## src/hdl/ccrb_pkg.sv

```systemverilog
package ccrb_pkg;

   localparam logic [15:0] ADDR_RESET = 16'h0001;
   localparam logic [15:0] ADDR_BCAST = 16'h0000;
   localparam logic [15:0] DRV_RESET  = 16'h0404;

   // Extended configuration array byte indices
   localparam logic [8:0] IDX_ERASE_GRP  = 9'h0af;
   localparam logic [8:0] IDX_BOOT_W     = 9'h0b1;
   localparam logic [8:0] IDX_BOOT       = 9'h0b3;
   localparam logic [8:0] IDX_ERASED     = 9'h0b5;
   localparam logic [8:0] IDX_WIDTH      = 9'h0b7;
   localparam logic [8:0] IDX_FAST       = 9'h0b9;
   localparam logic [8:0] IDX_POWER      = 9'h0bb;
   localparam logic [8:0] IDX_CMD_REV    = 9'h0bd;
   localparam logic [8:0] IDX_CMD_GRP    = 9'h0bf;
   localparam logic [8:0] IDX_REV        = 9'h0c0;
   localparam logic [8:0] MODES_TOP      = 9'h0c0;
   localparam logic [8:0] IDX_STRUCT_VER = 9'h0c2;
   localparam logic [8:0] IDX_CARD_TYPE  = 9'h0c4;
   localparam logic [8:0] IDX_PERF_LO    = 9'h0cd;
   localparam logic [8:0] IDX_PERF_HI    = 9'h0d2;
   localparam logic [8:0] IDX_REL_WR     = 9'h0de;
   localparam logic [8:0] IDX_BOOT_INFO  = 9'h0e4;

   // Fixed byte values and reset values
   localparam logic [7:0] REV_VALUE     = 8'h02;
   localparam logic [7:0] CMD_REV_VALUE = 8'h00;
   localparam logic [7:0] MODE_RESET    = 8'h00;
   localparam logic [7:0] WIDTH_RESET   = 8'h02;
   localparam logic [7:0] STRUCT_VER    = 8'h02;
   localparam logic [7:0] CARD_TYPE     = 8'h03;
   localparam logic [7:0] PERF_VALUE    = 8'h08;
   localparam logic [7:0] REL_WR_VALUE  = 8'h01;
   localparam logic [7:0] BOOT_INFO     = 8'h01;

   // Host-writable mode bytes, slot order
   localparam int          NUM_RW = 7;
   localparam int          WIDTH_SLOT = 3;
   localparam logic [8:0]  RW_IDX [NUM_RW] = '{IDX_CMD_GRP, IDX_POWER, IDX_FAST,
      IDX_WIDTH, IDX_BOOT, IDX_BOOT_W, IDX_ERASE_GRP};
   localparam logic [7:0]  RW_RST [NUM_RW] = '{MODE_RESET, MODE_RESET, MODE_RESET,
      WIDTH_RESET, MODE_RESET, MODE_RESET, MODE_RESET};

   // Status word fields
   localparam int ST_OUT_OF_RANGE = 31;
   localparam int ST_ILLEGAL      = 22;
   localparam int ST_SWITCH_ERR   = 7;
   localparam int ST_STATE_LSB    = 9;

   typedef enum logic [3:0] {
      ST_IDLE = 4'h0,
      ST_STBY = 4'h3,
      ST_TRAN = 4'h4
   } ccrb_state_e;

   typedef enum logic [2:0] {
      OP_ASSIGN      = 3'h0,
      OP_SELECT      = 3'h1,
      OP_SWITCH      = 3'h2,
      OP_SET_DRV     = 3'h3,
      OP_READ_BYTE   = 3'h4,
      OP_SEND_STATUS = 3'h5
   } ccrb_op_e;

   function automatic logic writable(input logic [8:0] idx);
      logic hit;
      hit = 1'b0;
      for (int i = 0; i < NUM_RW; i++) begin
         if (idx == RW_IDX[i]) begin
            hit = 1'b1;
         end
      end
      return hit;
   endfunction

endpackage

```

## src/hdl/ccrb_arr_if.sv

```systemverilog
`timescale 1ns/1ps
interface ccrb_arr_if;
   logic       wr_en;
   logic [8:0] wr_idx;
   logic [7:0] wr_data;
   logic [8:0] rd_idx;
   logic [7:0] rd_data;
   logic [7:0] fast_timing;
   logic [7:0] erase_group;
   logic [7:0] data_width;
   modport ctl (output wr_en, wr_idx, wr_data, rd_idx,
                input rd_data, fast_timing, erase_group, data_width);
   modport mem (input wr_en, wr_idx, wr_data, rd_idx,
                output rd_data, fast_timing, erase_group, data_width);
endinterface

```

## src/hdl/ccrb_xarray.sv

```systemverilog
`timescale 1ns/1ps
module ccrb_xarray #(
   // Arbitrary default
   parameter logic [7:0] ERASED_VALUE = 8'h00
) (
   // Clock and reset
   input wire logic clock,
   input wire logic rstn,
   // Array port
   ccrb_arr_if.mem  arr
);

   logic [7:0] mode_q [ccrb_pkg::NUM_RW];
   logic [7:0] rd_data_q;

   for (genvar i = 0; i < ccrb_pkg::NUM_RW; i++) begin : g_mode
      always_ff @(posedge clock or negedge rstn) begin
         if (!rstn) begin
            mode_q[i] <= ccrb_pkg::RW_RST[i];
         end else if (arr.wr_en && arr.wr_idx == ccrb_pkg::RW_IDX[i]) begin
            mode_q[i] <= arr.wr_data;
         end
      end
   end

   function automatic logic [7:0] byte_at(input logic [8:0] idx);
      logic [7:0] v;
      v = 8'h00;
      for (int i = 0; i < ccrb_pkg::NUM_RW; i++) begin
         if (idx == ccrb_pkg::RW_IDX[i] && i != ccrb_pkg::WIDTH_SLOT) begin
            v = mode_q[i];
         end
      end
      if (idx == ccrb_pkg::IDX_REV) v = ccrb_pkg::REV_VALUE;
      if (idx == ccrb_pkg::IDX_CMD_REV) v = ccrb_pkg::CMD_REV_VALUE;
      if (idx == ccrb_pkg::IDX_ERASED) v = ERASED_VALUE;
      if (idx == ccrb_pkg::IDX_STRUCT_VER) v = ccrb_pkg::STRUCT_VER;
      if (idx == ccrb_pkg::IDX_CARD_TYPE) v = ccrb_pkg::CARD_TYPE;
      if (idx >= ccrb_pkg::IDX_PERF_LO && idx <= ccrb_pkg::IDX_PERF_HI) begin
         v = ccrb_pkg::PERF_VALUE;
      end
      if (idx == ccrb_pkg::IDX_REL_WR) v = ccrb_pkg::REL_WR_VALUE;
      if (idx == ccrb_pkg::IDX_BOOT_INFO) v = ccrb_pkg::BOOT_INFO;
      return v;
   endfunction

   // Registered read, reserved bytes give zero
   always_ff @(posedge clock or negedge rstn) begin
      if (!rstn) begin
         rd_data_q <= 8'h00;
      end else begin
         rd_data_q <= byte_at(arr.rd_idx);
      end
   end

   assign arr.rd_data     = rd_data_q;
   assign arr.fast_timing = mode_q[2];
   assign arr.data_width  = mode_q[ccrb_pkg::WIDTH_SLOT];
   assign arr.erase_group = mode_q[6];

endmodule

```

## src/hdl/ccrb_top.sv

```systemverilog
// What this block does
// - Holds a writable 16-bit relative address, loaded during identification.
// - After identification, addressed commands act only when their address matches, except a select, which parks the device on a mismatch.
// - Relative address resets to 0x0001 until the host assigns another.
// - Address 0x0000 is never assigned; selecting it after identification puts the device in standby.
// - 16-bit driver stage register, reset 0x404, optionally written by host.
// - Card config tells the host whether the driver stage register exists.
// - Status register holds state and last completion code, returned on poll.
// - Reserved configuration bytes read back as zero.
// - Byte 185 selects fast interface timing, read-write, reset zero.
// - Byte 175 selects high-density erase groups, read-write, reset zero.
// - Mode bytes change only through the switch command, on the addressed byte.
// - Array is 512 bytes: upper 320 read-only, lower 192 mode bytes.
`timescale 1ns/1ps
module ccrb_top #(
   parameter logic       DRV_IMPL     = 1'b1,
   // Arbitrary default
   parameter logic [7:0] ERASED_VALUE = 8'h00
) (
   // Clock and reset
   input  wire logic        clock,
   input  wire logic        rstn,
   // Decoded host command
   input  wire logic        cmd_valid,
   input  wire logic [2:0]  cmd_op,
   input  wire logic [15:0] cmd_addr,
   input  wire logic [8:0]  cmd_index,
   input  wire logic [7:0]  cmd_value,
   input  wire logic [15:0] cmd_drv,
   // Response
   output logic             resp_valid,
   output logic [31:0]      resp_data,
   // Settings seen by the rest of the device
   output logic [15:0]      relative_bus_address,
   output logic [15:0]      driver_stage_setting,
   output logic             drv_present,
   output logic [7:0]       fast_timing_select,
   output logic [7:0]       erase_group_select,
   output logic [7:0]       data_width_select,
   output logic [3:0]       card_state
);

   ////////////////////////////////////////////////////////////////////////////

   ccrb_arr_if arr ();

   ccrb_xarray #(
      .ERASED_VALUE (ERASED_VALUE)
   ) u_xarray (
      .clock (clock),
      .rstn  (rstn),
      .arr   (arr)
   );

   ccrb_pkg::ccrb_state_e state_q;
   ccrb_pkg::ccrb_op_e    op;
   logic [15:0]           addr_q;
   logic [15:0]           drv_q;
   logic                  ill_q;
   logic                  swe_q;
   logic                  oor_q;
   logic                  p1_q;
   logic                  p1_read_q;
   logic                  resp_valid_q;
   logic [31:0]           resp_data_q;
   logic [31:0]           status_word;
   logic                  addr_hit;
   logic                  addressed;
   logic                  take_assign;
   logic                  take_addr;
   logic                  in_tran;
   logic                  sw_ok;
   logic                  sw_bad;
   logic                  sel_away;

   ////////////////////////////////////////////////////////////////////////////
   // Command decode

   assign op = ccrb_pkg::ccrb_op_e'(cmd_op);

   always_comb begin
      unique case (op)
         ccrb_pkg::OP_SELECT,
         ccrb_pkg::OP_SWITCH,
         ccrb_pkg::OP_READ_BYTE,
         ccrb_pkg::OP_SEND_STATUS: begin
            addressed = 1'b1;
         end
         ccrb_pkg::OP_ASSIGN,
         ccrb_pkg::OP_SET_DRV: begin
            addressed = 1'b0;
         end
         default: begin
            addressed = 1'b0;
         end
      endcase
   end

   assign addr_hit    = (state_q != ccrb_pkg::ST_IDLE) && (cmd_addr == addr_q);
   assign take_assign = cmd_valid && op == ccrb_pkg::OP_ASSIGN
                        && state_q == ccrb_pkg::ST_IDLE;
   assign take_addr   = cmd_valid && addressed && addr_hit;
   assign in_tran     = state_q == ccrb_pkg::ST_TRAN;
   assign sw_ok       = take_addr && op == ccrb_pkg::OP_SWITCH && in_tran
                        && cmd_index < ccrb_pkg::MODES_TOP
                        && ccrb_pkg::writable(cmd_index);
   assign sw_bad      = take_addr && op == ccrb_pkg::OP_SWITCH && in_tran && !sw_ok;
   // A select naming someone else, or the reserved address, parks the device
   assign sel_away    = cmd_valid && op == ccrb_pkg::OP_SELECT
                        && state_q != ccrb_pkg::ST_IDLE && !addr_hit;

   ////////////////////////////////////////////////////////////////////////////
   // Array access

   assign arr.wr_en   = sw_ok;
   assign arr.wr_idx  = cmd_index;
   assign arr.wr_data = cmd_value;
   assign arr.rd_idx  = cmd_index;

   ////////////////////////////////////////////////////////////////////////////
   // Relative address

   always_ff @(posedge clock or negedge rstn) begin
      if (!rstn) begin
         addr_q <= ccrb_pkg::ADDR_RESET;
      end else if (take_assign && cmd_addr != ccrb_pkg::ADDR_BCAST) begin
         addr_q <= cmd_addr;
      end
   end

   ////////////////////////////////////////////////////////////////////////////
   // Driver stage

   always_ff @(posedge clock or negedge rstn) begin
      if (!rstn) begin
         drv_q <= ccrb_pkg::DRV_RESET;
      end else if (cmd_valid && op == ccrb_pkg::OP_SET_DRV && DRV_IMPL) begin
         drv_q <= cmd_drv;
      end
   end

   ////////////////////////////////////////////////////////////////////////////
   // Card state

   always_ff @(posedge clock or negedge rstn) begin
      if (!rstn) begin
         state_q <= ccrb_pkg::ST_IDLE;
      end else begin
         unique case (state_q)
            ccrb_pkg::ST_IDLE: begin
               if (take_assign && cmd_addr != ccrb_pkg::ADDR_BCAST) begin
                  state_q <= ccrb_pkg::ST_STBY;
               end
            end
            ccrb_pkg::ST_STBY,
            ccrb_pkg::ST_TRAN: begin
               if (take_addr && op == ccrb_pkg::OP_SELECT) begin
                  state_q <= ccrb_pkg::ST_TRAN;
               end else if (sel_away) begin
                  state_q <= ccrb_pkg::ST_STBY;
               end
            end
            default: begin
               state_q <= ccrb_pkg::ST_IDLE;
            end
         endcase
      end
   end

   ////////////////////////////////////////////////////////////////////////////
   // Completion code of the most recent answered command

   always_ff @(posedge clock or negedge rstn) begin
      if (!rstn) begin
         ill_q <= 1'b0;
         swe_q <= 1'b0;
         oor_q <= 1'b0;
      end else if (take_assign || take_addr) begin
         ill_q <= (take_assign && cmd_addr == ccrb_pkg::ADDR_BCAST)
                  || (!in_tran && (op == ccrb_pkg::OP_SWITCH
                                   || op == ccrb_pkg::OP_READ_BYTE));
         swe_q <= sw_bad;
         oor_q <= sw_bad && cmd_index >= ccrb_pkg::MODES_TOP;
      end
   end

   always_comb begin
      status_word = 32'h0000_0000;
      status_word[ccrb_pkg::ST_STATE_LSB +: 4] = state_q;
      status_word[ccrb_pkg::ST_ILLEGAL]        = ill_q;
      status_word[ccrb_pkg::ST_SWITCH_ERR]     = swe_q;
      status_word[ccrb_pkg::ST_OUT_OF_RANGE]   = oor_q;
   end

   ////////////////////////////////////////////////////////////////////////////
   // Response pipeline, answer two edges after the command

   always_ff @(posedge clock or negedge rstn) begin
      if (!rstn) begin
         p1_q      <= 1'b0;
         p1_read_q <= 1'b0;
      end else begin
         p1_q      <= take_assign || take_addr;
         p1_read_q <= take_addr && op == ccrb_pkg::OP_READ_BYTE && in_tran;
      end
   end

   always_ff @(posedge clock or negedge rstn) begin
      if (!rstn) begin
         resp_valid_q <= 1'b0;
         resp_data_q  <= 32'h0000_0000;
      end else begin
         resp_valid_q <= p1_q;
         if (p1_q) begin
            resp_data_q <= p1_read_q ? {24'h00_0000, arr.rd_data}
                                     : status_word;
         end
      end
   end

   ////////////////////////////////////////////////////////////////////////////
   // Outputs

   assign resp_valid           = resp_valid_q;
   assign resp_data            = resp_data_q;
   assign relative_bus_address = addr_q;
   assign driver_stage_setting = drv_q;
   assign drv_present          = DRV_IMPL;
   assign fast_timing_select   = arr.fast_timing;
   assign erase_group_select   = arr.erase_group;
   assign data_width_select    = arr.data_width;
   assign card_state           = state_q;
endmodule

```

## config.mk

```make
export PLATFORM = sky130hd
export DESIGN_NAME = ccrb_top
export DESIGN_NICKNAME = d
export VERILOG_FILES = /design/src/hdl/ccrb_pkg.sv /design/src/hdl/ccrb_arr_if.sv /design/src/hdl/ccrb_xarray.sv /design/src/hdl/ccrb_top.sv
export SDC_FILE = /design/constraint.sdc
export NUM_CORES = 1
export LEC_CHECK = 0
export BUFFER_PORTS_ARGS = -buffer_cell sky130_fd_sc_hd__buf_2
export CORE_ASPECT_RATIO = 1.75
export CORE_MARGIN = 4
export CORE_UTILIZATION = 48
export DETAILED_ROUTE_END_ITERATION = 10
export GPL_TIMING_DRIVEN = 0
export PLACE_DENSITY = 0.76
export REMOVE_ABC_BUFFERS = 1
export SKIP_CTS_REPAIR_TIMING = 1
export SLEW_MARGIN = 20
export SYNTH_ARGS = -nofsm -noshare
export SYNTH_HDL_FRONTEND = slang
export SYNTH_SLANG_ARGS = --single-unit
```

## constraint.sdc

```tcl
create_clock -name clock -period 2.1 [get_ports clock]
set_input_delay 0.315 -clock clock [delete_from_list [all_inputs] [get_ports clock]]
set_output_delay 0.315 -clock clock [all_outputs]
set_load 0.05 [all_outputs]
```

==> summary.txt <==
largest area contributor in the netlist - dfrtp_1
number of port buffers - 127
Synth Register Bits - 116
flop2flop setup slack - -0.12 ns
final-report hold violation count - 0
CP max stage delay - 0.44 ns
Starting Density - 0.4893
Max Cap Viol - 0
synth warn - 0
delay-heaviest family, CP - simple AND/OR/NAND/NOR gates
Peak VDD IR - 0.5745 mV
Core Region - 11940 µm²
Die Ht - 153.9 µm
final period utilization - 1.055
Num Clock Sinks - 116
Via-to-Cell Ratio - 5.600
worst skew pair latency - 0.41 ns
Antenna diodes - 0
min Tclk post-route - 2.215 ns
Pwr Total - 7.598 mW
CTS tree - yes
worst-margin pin slew - 0.7947 ns
Site Rows - 53
gr usage total - 0.2002
die area - 14070 µm²
Req. time, crit path - 2.39 ns
Final Setup Violations - 48
Setup TNS Final - -3.278 ns
CTS buffer count - 17
Final Core Density - 0.6131
slowest CP cell - dfrtp_2
RSZ-0062 raised after global routing - yes
Mapped Cells - 502
via count - 4301
fin nets - 676
Power Density - 1038 nW/µm²
Synth top area share - 0.4799
Max Clock Freq - 451.4 MHz
dpl cells - 719
Ports - 149
ys flop type - dfrtp_1
final WL - 14520 µm
post-synth cell types - 56
Worst Hold Class - in2reg
Max clock buf depth - 2
Starting DRT DRC Count - 248
pin count of the biggest net entering global routing - 77
failing checks - negative setup slack
Antenna Nets Post-Route - 0
crit path cell chain - inv_1 > ha_2 > and4bb_2 > and2_4 > nand2_2 > nor4_4 > buf_12 > mux2_4
Relative slew margins - 0.4674
DR WL/cell - 18.91 µm
Slew Limit Fails - 0
Finished Layout Cells - 768
kind of critical path - reg2reg
Clk pin slew, worst setup/hold paths - 0.06 ns
drt drc - 0
asr flop ratio synth - 1.000
Layout area overhead - 25.30%
Place WS - -0.9962 ns
drt first pass iters - 4
most frequent cells after synthesis - 112 x dfrtp_1, 86 x mux2_2, 47 x buf_4
CP Capture Type - register
total grt overflow - 0
Post-Syn Area per Cell - 11.63 µm²
synth top area cells - dfrtp_1 48%, mux2_2 17%, buf_4 6.0%
DP Wirelength - 9828 µm
outcome - finished with violations
leakage dissipation - 3.613 nW
layout cells sized above 1 - 0.4707
Startpoint Class - register
number of global-route vias before repair - 4375
most frequent cell after synthesis - dfrtp_1
Finished Cell Area - 7318 µm²
CP bufs+invs - 2
fillers - 949
Max H-tree Level - 4
min setup slack post-route - -0.1153 ns
Seq/Total Area, Yosys - 0.4979
number of synthesized flops with an enable pin - 0
Crit Path Max Fanout - 8
hold slack - 0.1298 ns
post-synth design cell area - 5841 µm²
die width - 91.39 µm
Root Driver - clkbuf_16
CP arrival - 2.51 ns
setup skew after layout - 0.007680 ns
routability congestion estimate - 0.9292
initial antenna violation count - 0
placed cell areas - 6320 µm²
global-route wire length before repair - 22280 µm
[worst register-to-register path, delay by kind of cell, from the launching register on]
kind          cells  cell delay [ns]
flops             1             0.44
simple gates      4             0.85
mux               1             0.31
fa+ha+maj         1             0.21
buf+inv           2             0.28
[worst paths after layout]
| kind | start | end | cells past startpoint |
|---|---|---|---|
| max | card_state[1] | u_xarray.mode_q[49] | 8 |
| min | cmd_drv[0] | driver_stage_setting[0] | 2 |
| max reg2reg | card_state[1] | u_xarray.mode_q[49] | 8 |
| min reg2reg | u_xarray.arr.rd_data[2] | resp_data[2] | 2 |
| max in group asynchronous | rstn | relative_bus_address[0] | 3 |
| min in group asynchronous | rstn | driver_stage_setting[9] | 2 |
[placed cells by master (no fill, tap or decap), drive strengths merged, types with 2 or more instances in the layout]
master,n
o2111ai,4
a22o,4
mux2,88
nor3b,3
nand4,5
or3b,2
inv,20
a31oi,5
o21ai,17
nand4b,3
o22ai,2
xnor2,2
clkinv,4
a221oi,2
and3,5
conb,21
ha,3
clkinvlp,3
o31ai,3
nor4,15
nand3b,7
dfrtp,112
nand2b,5
buf,144
mux2i,4
nor2,11
and4bb,2
a211oi,4
o211ai,4
dfstp,4
nand3,14
bufinv,2
xor2,16
a21oi,8
clkbuf,19
nand2,38
and2,3
nor3,5
nor2b,4
[final cells by class]
| class | count | area (µm²) | area share |
|---|---|---|---|
| inverter | 16 | 60.06 | 0.008207 |
| tap | 137 | 171.4 | 0.02342 |
| multi-input combinational | 322 | 2736 | 0.3739 |
| clock buffer | 19 | 452.9 | 0.06189 |
| timing repair buffer | 145 | 839.6 | 0.1147 |
| sequential | 116 | 2909 | 0.3975 |
| clock inverter | 13 | 148.9 | 0.02035 |
[power by group]
| part | total (mW) | internal, mW | switching [mW] |
|---|---|---|---|
| clock | 2.88 | 1.82 | 1.06 |
| combinational | 2.05 | 0.530 | 1.52 |
| sequential | 2.66 | 2.48 | 0.177 |
| total | 7.60 | 4.84 | 2.76 |
[sequential cells by signal, indices dropped and copies added (netlist names), 2 cells and up]
signal and count:
card_state 2, driver_stage_setting 16, relative_bus_address 16, resp_data 12, u_xarray.arr.data_width 8, u_xarray.arr.erase_group 8, u_xarray.arr.fast_timing 8, u_xarray.arr.rd_data 8
u_xarray.mode_q 32
[layer usage]
metal	wire, µm	vias to the layer above	part of all wire	global-route usage
li1	-	1966	-	-
met1	5526	2144	0.38	0.2226
met2	7934	166	0.55	0.3586
met3	706	25	0.049	0.04014
met4	353	0	0.024	0.09856
met5	0	-	0	0
[cells by family (layout without fill, tap and decap cells)]
logic type	after synthesis	count (layout)	synth area share
AND/OR/NAND/NOR	126	126	0.1354
adder cells (fa/ha/maj)	3	3	0.006427
flip-flops	116	116	0.4979
buffers and inverters	83	193	0.08441
multiplexers	92	92	0.1765
other	2	21	0.001286
AO/OA/AOI/OAI	62	62	0.07112
XOR/XNOR	18	18	0.02699
No activity file was read; power rests on OpenSTA's default activity.
